--- config.mk ---
export PLATFORM = sky130hd
export DESIGN_NAME = mnh_ctrl
export DESIGN_NICKNAME = d
export VERILOG_FILES = /design/src/logic/mnh_pkg.sv /design/src/logic/mnh_hdr_mem.sv /design/src/logic/mnh_ctrl.sv
export SDC_FILE = /design/constraint.sdc
export NUM_CORES = 1
export LEC_CHECK = 0
export BUFFER_PORTS_ARGS = -buffer_cell sky130_fd_sc_hd__buf_2
export CAP_MARGIN = 25
export CORE_ASPECT_RATIO = 0.8
export CORE_MARGIN = 1
export CORE_UTILIZATION = 50
export DETAILED_ROUTE_END_ITERATION = 8
export GPL_TIMING_DRIVEN = 0
export PLACE_DENSITY = 0.86
export REMOVE_ABC_BUFFERS = 1
export SYNTH_ARGS = -nofsm -noshare
export SYNTH_HDL_FRONTEND = slang
export SYNTH_HIERARCHICAL = 1
export SYNTH_SLANG_ARGS = --single-unit
--- constraint.sdc ---
create_clock -name clk_sys -period 2.7 [get_ports clk_sys]
set_input_delay 0.405 -clock clk_sys [delete_from_list [all_inputs] [get_ports clk_sys]]
set_output_delay 0.405 -clock clk_sys [all_outputs]
set_load 0.05 [all_outputs]
--- src/logic/mnh_pkg.sv ---
package mnh_pkg;

	// Register indices; byte address is four times the index
	localparam logic [7:0]  IDX_EFLAGS_IMG    = 8'h00;
	localparam logic [7:0]  IDX_FAULT_CTX     = 8'h01;
	localparam logic [7:0]  IDX_STATUS        = 8'h02;
	localparam logic [7:0]  IDX_CFG_C2        = 8'hC2;
	localparam logic [7:0]  IDX_CFG_E8        = 8'hE8;

	// Field positions
	localparam int          NEST_ALLOW_POS    = 6;
	localparam int          HALT_SUSPEND_REQUEST_N_POS     = 3;
	localparam int          IRQ_EN_POS        = 9;
	localparam int          CTX_IDT_LSB       = 0;
	localparam int          CTX_SP_LSB        = 16;
	localparam int          ST_STATE_LSB      = 0;
	localparam int          ST_NESTED_POS     = 4;
	localparam int          ST_NEST_ALLOW_POS = 5;
	localparam int          ST_EXT_PEND_POS   = 6;
	localparam int          ST_NMI_PEND_POS   = 7;
	localparam int          ST_MASKABLE_IRQ_PEND_POS  = 8;
	localparam int          ST_DFAULT_POS     = 9;
	localparam int          ST_DEPTH_LSB      = 12;

	// Reset values
	localparam logic        NEST_ALLOW_RST    = 1'b1;
	localparam logic        NESTED_RST        = 1'b0;
	localparam logic        HALT_SUSPEND_REQUEST_N_RST     = 1'b0;
	localparam logic        IRQ_EN_RST        = 1'b0;
	localparam logic [15:0] IDT_LIMIT_RST     = 16'h0000;
	localparam logic [15:0] SP_RST            = 16'h0000;

	// Shutdown escape thresholds
	localparam logic [15:0] IDT_LIMIT_MIN     = 16'h000F;
	localparam logic [15:0] SP_FLOOR          = 16'h0005;

	typedef enum logic [3:0] {
		MNH_RUN,
		MNH_HALT,
		MNH_SUSPEND_REQUEST_N_HW,
		MNH_MGMT,
		MNH_MGMT_HALT,
		MNH_MGMT_SUSPEND_REQUEST_N,
		MNH_RSM_WAIT,
		MNH_SHUTDOWN
	} mnh_state_t;

	typedef enum logic [2:0] {
		MNH_SEL_NONE,
		MNH_SEL_EFLAGS,
		MNH_SEL_CTX,
		MNH_SEL_STATUS,
		MNH_SEL_C2,
		MNH_SEL_E8
	} mnh_sel_t;

endpackage

--- src/logic/mnh_hdr_mem.sv ---
`timescale 1ns/1ns
// Per-level save area for the nested status bit of each header
module mnh_hdr_mem #(
	parameter int DEPTH = 8,
	parameter int AW    = 3
) (
	input  wire logic          clk_sys,
	input  wire logic          wr_en,
	input  wire logic [AW-1:0] wr_addr,
	input  wire logic          wr_data,
	input  wire logic          rd_en,
	input  wire logic [AW-1:0] rd_addr,
	output logic               rd_data
);
	logic mem [DEPTH];

	always_ff @(posedge clk_sys) begin
		if (wr_en) begin
			mem[wr_addr] <= wr_data;
		end
	end

	always_ff @(posedge clk_sys) begin
		if (rd_en) begin
			rd_data <= mem[rd_addr];
		end
	end
endmodule // mnh_hdr_mem

--- src/logic/mnh_ctrl.sv ---
// The implementer's own choices: the AHB-Lite register port and the placing of the registers.
`timescale 1ns/1ns
// Functional notes
// - Bit 6 of config E8h gates acceptance of a new SYSTEM_MANAGEMENT_IRQ while in management state.
// - SYSTEM_MANAGEMENT_IRQ taken while already in management state sets the nested flag.
// - Resume uses the restored nested flag to stay in or leave management state.
// - Nesting off holds external SYSTEM_MANAGEMENT_IRQ until handler exits; nesting on takes it.
// - Internal SYSTEM_MANAGEMENT_IRQ events during management state are dropped.
// - Simultaneous internal and external SYSTEM_MANAGEMENT_IRQ: internal first, external stays pending.
// - Outside management state nested flag is clear and nest-allow is high.
// - Accepting an SYSTEM_MANAGEMENT_IRQ clears nest-allow, saves old nested flag, sets nested flag.
// - Resume sets nest-allow and reloads nested flag from the saved header.
// - In management or pin suspend, NMI and MASKABLE_IRQ latch; MASKABLE_IRQ only when IF set.
// - Handler suspends via halt or via the suspend request pin going low.
// - SYSTEM_MANAGEMENT_IRQ during halt from ordinary code leaves halt and enters management state.
// - Pin suspend from ordinary code latches one each of MASKABLE_IRQ, NMI and SYSTEM_MANAGEMENT_IRQ.
// - Halt issues a halt cycle; with C2h bit 3 also stop grant and low power.
// - Halt exits on SYSTEM_MANAGEMENT_IRQ, NMI, reset, or MASKABLE_IRQ with IF set.
// - Interrupted halt resumes at the instruction after the halt.
// - A fault while handling a double fault enters shutdown.
// - Shutdown exits on reset, or NMI with IDT limit >= 000Fh and SP > 0005h.
module mnh_ctrl
	import mnh_pkg::*;
#(
	parameter int HDR_DEPTH = 8
) (
	input  wire logic        clk_sys,
	input  wire logic        rst,
	input  wire logic        hsel,
	input  wire logic [31:0] haddr,
	input  wire logic [1:0]  htrans,
	input  wire logic        hwrite,
	input  wire logic [2:0]  hsize,
	input  wire logic        hready,
	input  wire logic [31:0] hwdata,
	output logic      [31:0] hrdata,
	output logic             hreadyout,
	output logic             hresp,
	input  wire logic        sys_mgmt_irq_n,
	input  wire logic        suspend_request_n,
	input  wire logic        nonmaskable_irq,
	input  wire logic        maskable_irq,
	input  wire logic        internal_smi_evt,
	input  wire logic        halt_instr_exec,
	input  wire logic        resume_instr_exec,
	input  wire logic        double_fault_evt,
	input  wire logic        double_fault_done,
	input  wire logic        fault_evt,
	output logic             mgmt_active,
	output logic             nested_flag,
	output logic             nest_allow_bit,
	output logic             halt_cycle,
	output logic             stop_grant_cycle,
	output logic             low_power,
	output logic             shutdown_active,
	output logic             smi_service,
	output logic             nmi_service,
	output logic             maskable_irq_service,
	output logic             resume_after_halt
);
	localparam int AW = (HDR_DEPTH > 1) ? $clog2(HDR_DEPTH) : 1;

	function automatic mnh_sel_t reg_decode(input logic [31:0] a);
		mnh_sel_t s;
		s = MNH_SEL_NONE;
		if (a[31:10] != 22'h000000 || a[1:0] != 2'b00) begin
			s = MNH_SEL_NONE;
		end else if (a[9:2] == IDX_EFLAGS_IMG) begin
			s = MNH_SEL_EFLAGS;
		end else if (a[9:2] == IDX_FAULT_CTX) begin
			s = MNH_SEL_CTX;
		end else if (a[9:2] == IDX_STATUS) begin
			s = MNH_SEL_STATUS;
		end else if (a[9:2] == IDX_CFG_C2) begin
			s = MNH_SEL_C2;
		end else if (a[9:2] == IDX_CFG_E8) begin
			s = MNH_SEL_E8;
		end
		return s;
	endfunction

	mnh_state_t  state_q, state_d;
	logic        nested_q, nest_allow_q, halt_suspend_request_n_q, irq_en_q;
	logic [15:0] idt_limit_q, sp_q;
	logic        ext_pend_q, nmi_pend_q, maskable_irq_pend_q, dfault_q;
	logic        smi_n_q, nmi_q;
	logic [AW:0] depth_q;
	logic        wr_pend_q;
	mnh_sel_t    wr_sel_q;
	logic [31:0] hrdata_q;
	logic        halt_cycle_q, stop_grant_q, low_power_q, resume_after_q;
	logic        smi_svc_q, nmi_svc_q, maskable_irq_svc_q;
	logic        hdr_rd_data;
	logic        in_mgmt_q, shutdown_q;

	logic        addr_phase, smi_fall, nmi_rise;
	logic        in_mgmt, int_take, ext_take, take, svc_ok, nmi_now, maskable_irq_now;
	logic        halt_wake, shut_escape, rsm_start, triple;
	logic        e8_wr, c2_wr, fl_wr, ctx_wr;
	logic [31:0] status_w;

	assign addr_phase  = hsel && hready && htrans[1];
	assign smi_fall    = smi_n_q && !sys_mgmt_irq_n;
	assign nmi_rise    = nonmaskable_irq && !nmi_q;
	assign in_mgmt     = (state_q == MNH_MGMT) || (state_q == MNH_MGMT_HALT) ||
	                     (state_q == MNH_MGMT_SUSPEND_REQUEST_N) || (state_q == MNH_RSM_WAIT);

	// Internal events only count in run or ordinary halt state, not in management, pin suspend or shutdown
	assign int_take    = internal_smi_evt && (state_q == MNH_RUN || state_q == MNH_HALT);
	// Internal wins the slot; external stays pending for a later cycle
	assign ext_take    = ext_pend_q && !int_take && (
	                     state_q == MNH_RUN || state_q == MNH_HALT ||
	                     ((state_q == MNH_MGMT || state_q == MNH_MGMT_HALT) &&
	                      nest_allow_q));
	assign take        = int_take || ext_take;
	assign rsm_start   = (state_q == MNH_MGMT) && resume_instr_exec && !take;
	assign triple      = fault_evt && dfault_q;
	assign halt_wake   = nmi_pend_q || (maskable_irq_pend_q && irq_en_q);
	assign shut_escape = nmi_pend_q && (idt_limit_q >= IDT_LIMIT_MIN) &&
	                     (sp_q > SP_FLOOR);

	// Latched requests are only delivered to ordinary code
	assign svc_ok      = (state_q == MNH_RUN) && !take;
	assign nmi_now     = svc_ok && nmi_pend_q;
	assign maskable_irq_now    = svc_ok && !nmi_pend_q && maskable_irq_pend_q && irq_en_q;

	assign e8_wr  = wr_pend_q && (wr_sel_q == MNH_SEL_E8);
	assign c2_wr  = wr_pend_q && (wr_sel_q == MNH_SEL_C2);
	assign fl_wr  = wr_pend_q && (wr_sel_q == MNH_SEL_EFLAGS);
	assign ctx_wr = wr_pend_q && (wr_sel_q == MNH_SEL_CTX);

	always_comb begin
		status_w = 32'h00000000;
		status_w[ST_STATE_LSB +: 4]     = state_q;
		status_w[ST_NESTED_POS]         = nested_q;
		status_w[ST_NEST_ALLOW_POS]     = nest_allow_q;
		status_w[ST_EXT_PEND_POS]       = ext_pend_q;
		status_w[ST_NMI_PEND_POS]       = nmi_pend_q;
		status_w[ST_MASKABLE_IRQ_PEND_POS]      = maskable_irq_pend_q;
		status_w[ST_DFAULT_POS]         = dfault_q;
		status_w[ST_DEPTH_LSB +: AW+1]  = depth_q;
	end

	always_comb begin
		state_d = state_q;
		case (state_q)
			MNH_RUN: begin
				if (take) begin
					state_d = MNH_MGMT;
				end else if (triple) begin
					state_d = MNH_SHUTDOWN;
				end else if (halt_instr_exec) begin
					state_d = MNH_HALT;
				end else if (!suspend_request_n) begin
					state_d = MNH_SUSPEND_REQUEST_N_HW;
				end
			end
			MNH_HALT: begin
				if (take) begin
					state_d = MNH_MGMT;
				end else if (halt_wake) begin
					state_d = MNH_RUN;
				end
			end
			MNH_SUSPEND_REQUEST_N_HW: begin
				if (suspend_request_n) begin
					state_d = MNH_RUN;
				end
			end
			MNH_MGMT: begin
				if (take) begin
					state_d = MNH_MGMT;
				end else if (triple) begin
					state_d = MNH_SHUTDOWN;
				end else if (resume_instr_exec) begin
					state_d = MNH_RSM_WAIT;
				end else if (halt_instr_exec) begin
					state_d = MNH_MGMT_HALT;
				end else if (!suspend_request_n) begin
					state_d = MNH_MGMT_SUSPEND_REQUEST_N;
				end
			end
			MNH_MGMT_HALT: begin
				if (take || halt_wake) begin
					state_d = MNH_MGMT;
				end
			end
			MNH_MGMT_SUSPEND_REQUEST_N: begin
				if (suspend_request_n) begin
					state_d = MNH_MGMT;
				end
			end
			MNH_RSM_WAIT: begin
				state_d = hdr_rd_data ? MNH_MGMT : MNH_RUN;
			end
			MNH_SHUTDOWN: begin
				if (shut_escape) begin
					state_d = MNH_RUN;
				end
			end
			default: begin
				state_d = MNH_RUN;
			end
		endcase
	end

	always_ff @(posedge clk_sys) begin
		if (rst) begin
			state_q <= MNH_RUN;
		end else begin
			state_q <= state_d;
		end
	end

	always_ff @(posedge clk_sys) begin
		if (rst) begin
			smi_n_q <= 1'b1;
			nmi_q   <= 1'b0;
		end else begin
			smi_n_q <= sys_mgmt_irq_n;
			nmi_q   <= nonmaskable_irq;
		end
	end

	// A new edge in the cycle of delivery keeps the request pending
	always_ff @(posedge clk_sys) begin
		if (rst) begin
			ext_pend_q  <= 1'b0;
			nmi_pend_q  <= 1'b0;
			maskable_irq_pend_q <= 1'b0;
		end else begin
			ext_pend_q  <= smi_fall || (ext_pend_q && !ext_take);
			nmi_pend_q  <= nmi_rise || (nmi_pend_q && !nmi_now);
			maskable_irq_pend_q <= (maskable_irq && irq_en_q) ||
			               (maskable_irq_pend_q && !maskable_irq_now);
		end
	end

	always_ff @(posedge clk_sys) begin
		if (rst) begin
			dfault_q <= 1'b0;
		end else if (double_fault_evt) begin
			dfault_q <= 1'b1;
		end else if (double_fault_done || state_q == MNH_SHUTDOWN) begin
			dfault_q <= 1'b0;
		end
	end

	// Depth saturates; a deeper nest than the save area overwrites the top slot
	always_ff @(posedge clk_sys) begin
		if (rst) begin
			depth_q <= '0;
		end else if (take && depth_q != (AW+1)'(HDR_DEPTH)) begin
			depth_q <= depth_q + (AW+1)'(1);
		end else if (state_q == MNH_RSM_WAIT && depth_q != '0) begin
			depth_q <= depth_q - (AW+1)'(1);
		end else if (state_q == MNH_SHUTDOWN) begin
			depth_q <= '0;
		end
	end

	always_ff @(posedge clk_sys) begin
		if (rst) begin
			nested_q <= NESTED_RST;
		end else if (take) begin
			nested_q <= 1'b1;
		end else if (state_q == MNH_RSM_WAIT) begin
			nested_q <= hdr_rd_data;
		end else if (!in_mgmt) begin
			nested_q <= 1'b0;
		end
	end

	// Hardware transitions win over a software write in the same cycle
	always_ff @(posedge clk_sys) begin
		if (rst) begin
			nest_allow_q <= NEST_ALLOW_RST;
		end else if (take) begin
			nest_allow_q <= 1'b0;
		end else if (state_q == MNH_RSM_WAIT) begin
			nest_allow_q <= 1'b1;
		end else if (!in_mgmt) begin
			nest_allow_q <= 1'b1;
		end else if (e8_wr) begin
			nest_allow_q <= hwdata[NEST_ALLOW_POS];
		end
	end

	always_ff @(posedge clk_sys) begin
		if (rst) begin
			halt_suspend_request_n_q <= HALT_SUSPEND_REQUEST_N_RST;
			irq_en_q    <= IRQ_EN_RST;
			idt_limit_q <= IDT_LIMIT_RST;
			sp_q        <= SP_RST;
		end else begin
			if (c2_wr) begin
				halt_suspend_request_n_q <= hwdata[HALT_SUSPEND_REQUEST_N_POS];
			end
			if (fl_wr) begin
				irq_en_q <= hwdata[IRQ_EN_POS];
			end
			if (ctx_wr) begin
				idt_limit_q <= hwdata[CTX_IDT_LSB +: 16];
				sp_q        <= hwdata[CTX_SP_LSB +: 16];
			end
		end
	end

	always_ff @(posedge clk_sys) begin
		if (rst) begin
			halt_cycle_q   <= 1'b0;
			stop_grant_q   <= 1'b0;
			low_power_q    <= 1'b0;
			resume_after_q <= 1'b0;
			smi_svc_q      <= 1'b0;
			nmi_svc_q      <= 1'b0;
			maskable_irq_svc_q     <= 1'b0;
		end else begin
			halt_cycle_q   <= halt_instr_exec && !take &&
			                  (state_q == MNH_RUN || state_q == MNH_MGMT);
			stop_grant_q   <= halt_cycle_q && halt_suspend_request_n_q;
			low_power_q    <= (state_d == MNH_HALT || state_d == MNH_MGMT_HALT) &&
			                  halt_suspend_request_n_q;
			resume_after_q <= (state_q == MNH_HALT || state_q == MNH_MGMT_HALT) &&
			                  (take || halt_wake);
			smi_svc_q      <= take;
			nmi_svc_q      <= nmi_now;
			maskable_irq_svc_q     <= maskable_irq_now;
		end
	end

	// Old nested flag goes into the save slot of the new level
	mnh_hdr_mem #(
		.DEPTH (HDR_DEPTH),
		.AW    (AW)
	) u_hdr (
		.clk_sys (clk_sys),
		.wr_en   (take),
		.wr_addr (depth_q[AW-1:0] - AW'(depth_q == (AW+1)'(HDR_DEPTH))),
		.wr_data (nested_q),
		.rd_en   (rsm_start),
		.rd_addr (depth_q[AW-1:0] - AW'(1)),
		.rd_data (hdr_rd_data)
	);

	// Zero-wait slave: reads answer in the data phase, writes land then
	always_ff @(posedge clk_sys) begin
		if (rst) begin
			wr_pend_q <= 1'b0;
			wr_sel_q  <= MNH_SEL_NONE;
			hrdata_q  <= 32'h00000000;
		end else begin
			wr_pend_q <= addr_phase && hwrite;
			wr_sel_q  <= reg_decode(haddr);
			if (addr_phase && !hwrite) begin
				case (reg_decode(haddr))
					MNH_SEL_EFLAGS: hrdata_q <= 32'(irq_en_q) << IRQ_EN_POS;
					MNH_SEL_CTX:    hrdata_q <= {sp_q, idt_limit_q};
					MNH_SEL_STATUS: hrdata_q <= status_w;
					MNH_SEL_C2:     hrdata_q <= 32'(halt_suspend_request_n_q) << HALT_SUSPEND_REQUEST_N_POS;
					MNH_SEL_E8:     hrdata_q <= 32'(nest_allow_q) << NEST_ALLOW_POS;
					default:        hrdata_q <= 32'h00000000;
				endcase
			end
		end
	end

	assign hrdata            = hrdata_q;
	assign hreadyout         = 1'b1;
	assign hresp             = 1'b0;
	assign mgmt_active       = in_mgmt_q;
	assign nested_flag       = nested_q;
	assign nest_allow_bit    = nest_allow_q;
	assign halt_cycle        = halt_cycle_q;
	assign stop_grant_cycle  = stop_grant_q;
	assign low_power         = low_power_q;
	assign shutdown_active   = shutdown_q;
	assign smi_service       = smi_svc_q;
	assign nmi_service       = nmi_svc_q;
	assign maskable_irq_service      = maskable_irq_svc_q;
	assign resume_after_halt = resume_after_q;

	// Registered from the next state so the flags line up with state_q
	always_ff @(posedge clk_sys) begin
		if (rst) begin
			in_mgmt_q  <= 1'b0;
			shutdown_q <= 1'b0;
		end else begin
			in_mgmt_q  <= (state_d == MNH_MGMT) || (state_d == MNH_MGMT_HALT) ||
			              (state_d == MNH_MGMT_SUSPEND_REQUEST_N) || (state_d == MNH_RSM_WAIT);
			shutdown_q <= (state_d == MNH_SHUTDOWN);
		end
	end
endmodule // mnh_ctrl

==> results.py <==
metrics = {
    "outcome": {
        "status": "completed",
    },
    "sta": {
        "relSlewSlack": 0.478,
        "drv_slew": 0,
        "worst_pin_slew_ps": 782,
        "final.min_clock_period_ps": 2460,
        "period_share": 0.909,
        "max_freq_ghz": 0.407,
        "rsz0062_at_grt": "false",
        "finalHoldViolCount": 0,
        "fin_ws_ps": 244,
        "final.setup_skew_ps": 8.60,
        "finalSetupViolations": 0,
    },
    "floorplanning": {
        "die_w_um": 109,
        "initial_core_util": 0.529,
        "dieHeight_um": 87.8,
        "io_pins": 129,
        "fp-row-count": 30,
        "fp.coreArea_um2": 8710,
        "dieArea_um2": 9600,
    },
    "pwr": {
        "p_sw_frac": 0.275,
        "power_density_nw_per_um2": 606,
        "combinationalPowerShare": 0.150,
        "seqPwrFrac": 0.490,
        "p_clk_frac": 0.360,
        "vdd_drop_max_mv": 0.332,
        "p_sw_mw": 0.929,
        "internal_power_mw": 2.45,
        "p_leak_nw": 2.22,
    },
    "synth": {
        "synth_xor_area_frac": 0.00951,
        "yosysUniqueCellTypes": 61,
        "syn_area_um2": 4610,
        "yosys.area_share.simple": 0.250,
        "yosysWarnings": 6,
        "syn_inst": 536,
        "ys_ff_latch": 104,
        "synth_compound_area_frac": 0.183,
        "seq_area_frac_synth": 0.472,
        "synthArstFlopShare": 0,
        "synth_edf_count": 9,
        "synth_top_family_by_area": "simple AND/OR/NAND/NOR gates",
        "synth_fa_ha_area_frac": 0.0109,
        "avgSynthCellArea_um2": 8.59,
        "synth_mux_area_frac": 0.0269,
        "synthFlopType": "dfxtp_1",
    },
    "global_routing": {
        "grt_usage": 0.250,
        "overflow": 0,
        "grt_max_degree": 47,
        "grt_pass1_vias": 3939,
        "grt_pass1_wl_um": 18600,
        "grt_antenna_before_repair": 0,
    },
    "clock_network": {
        "htree_levels": 3,
        "clk_pin_slew_ps": 70,
        "cts_tree": "done",
        "cts_hold_buffers": 0,
        "root_buffer": "clkbuf_16",
        "clock_path_buffers": 2,
        "numCtsBuffers": 9,
        "cts.sinks": 104,
        "clock_latency_ps": 340,
    },
    "detailed_routing": {
        "wl_met3_um": 717,
        "drc": 0,
        "met1Wirelength_um": 5310,
        "firstDrtPassIters": 5,
        "routed_wl_um": 11800,
        "postRouteAntennaNets": 0,
        "via_per_inst": 5.62,
        "wire_per_inst_um": 15.5,
        "first_iter_violations": 336,
        "highest_layer": "met4",
        "wl_met2_um": 5660,
        "via_count": 4280,
    },
    "finish": {
        "fin_nets": 732,
        "final_core_util": 0.641,
        "drive_above_1_share": 0.254,
        "diodes": 0,
        "area_delta_synth_final_pct": 21.1,
        "fin_area_um2": 5580,
        "fin_cells": 761,
        "layout_common_cells": "buf_2, nand2_1, dfxtp_1",
        "layout_commonest_cell": "buf_2",
    },
    "critical_path": {
        "crit_fanout": 8,
        "crit_type": "reg2reg",
        "arrival_ps": 2510,
        "worstSetupStartpointType": "register",
        "critPathRequiredTime_ps": 2750,
        "end_kind": "register",
    },
    "placement": {
        "place_area_um2": 5280,
        "dp.cells": 744,
        "io_buffer_count": 122,
        "place_hpwl_um": 8720,
        "dp_slack_ps": -206,
        "place.gp.congestion": 0.865,
    },
    "min_path": {
        "hold_path.class": "in2reg",
    },
    "run": {
        "drv_cap": 0,
    },
}
path summary, 6_finish.rpt:
path | start | endpoint | slack (ps) | depth (start not counted)
setup reg to reg | depth_q[0]$_SDFFE_PP0P_ | u_hdr/mem[5]$_DFFE_PP_ | 240 | 9
setup / recovery | depth_q[0]$_SDFFE_PP0P_ | u_hdr/mem[5]$_DFFE_PP_ | 240 | 9
hold reg to reg | hrdata[6]$_SDFFE_PP0P_ | hrdata[6]$_SDFFE_PP0P_ | 450 | 2
hold / removal | sys_mgmt_irq_n | smi_n_q$_SDFF_PP1_ | 270 | 2
sequential cells by signal, indices dropped and copies added (netlist names), 3 cells and up:
name and cells:
wr_sel_q 3, idt_limit_q 16, u_hdr/mem 8, state_q 4
hrdata 32, sp_q 16, depth_q 4
Yosys cell counts, types with 10 or more instances:
| master | count | area share |
|---|---|---|
| nor2_1 | 59 | 0.048 |
| nor4_1 | 13 | 0.018 |
| nor2b_1 | 10 | 0.014 |
| o21ai_1 | 11 | 0.012 |
| a22oi_1 | 31 | 0.051 |
| dfxtp_1 | 95 | 0.41 |
| o21ai_0 | 10 | 0.011 |
| clkbuf_1 | 19 | 0.015 |
| nand2b_1 | 10 | 0.014 |
| a21oi_1 | 48 | 0.052 |
| nand2_1 | 95 | 0.077 |
| inv_1 | 13 | 0.011 |
area by class of cell:
class | count | area (um^2)
tap | 112 | 140
multi-input combinational | 387 | 2250
timing repair buffer | 128 | 683
clock buffer | 9 | 225
clock inverter | 7 | 56.3
inverter | 14 | 52.6
fill | 748 | 3130
sequential | 104 | 2170
worst max-delay path, cell delays in order, from the launching register on:
cell     delay, ps
dfxtp_1        340
inv_1          240
ha_1           300
nor2b_1        260
and2_1         210
ha_1           160
ha_1           180
xor2_2         240
nand2_1        120
nor2_1         130
what timing repair did:
item                       CTS  global route
setup endpoints to repair    0            12
gates resized for setup      0             2
buffers inserted             0             0
metal layers:
| metal | global-route usage | vias up |
|---|---|---|
| met3 | 0.0424 | 12 |
| met4 | 0.0594 | 0 |
| met5 | 0 | - |
| li1 | - | 2102 |
| met2 | 0.434 | 156 |
| met1 | 0.324 | 2010 |
through the flow:
step | hold slack, ps | TNS, ps | total power [mW]
global route | 269 | 0 | 3.51
CTS | 261 | 0 | 3.39
finish | 270 | 0 | 3.38
detailed placement | 443 | -1780 | 2.18
floorplan | 429 | -9860 | 2.02
global placement | 438 | -59670 | 2.16
cells by family after synthesis:
kind of cell / after synthesis
AND/OR/NAND/NOR: 236
AO/OA/AOI/OAI: 130
flip-flops: 104
buffers and inverters: 46
multiplexers: 9
XOR/XNOR: 5
adder cells (fa/ha/maj): 4
other: 2
power by group through the flow:
stage	Combinational, mW	Sequential (mW)	Clock [mW]
6_report	0.507	1.65	1.22
5_1_grt	0.561	1.66	1.29
4_1_cts	0.501	1.65	1.24
3_5_place_dp	0.496	1.69	0
3_3_place_gp	0.476	1.69	0
2_1_floorplan	0.321	1.70	0
(Power assumes the default switching activity.)
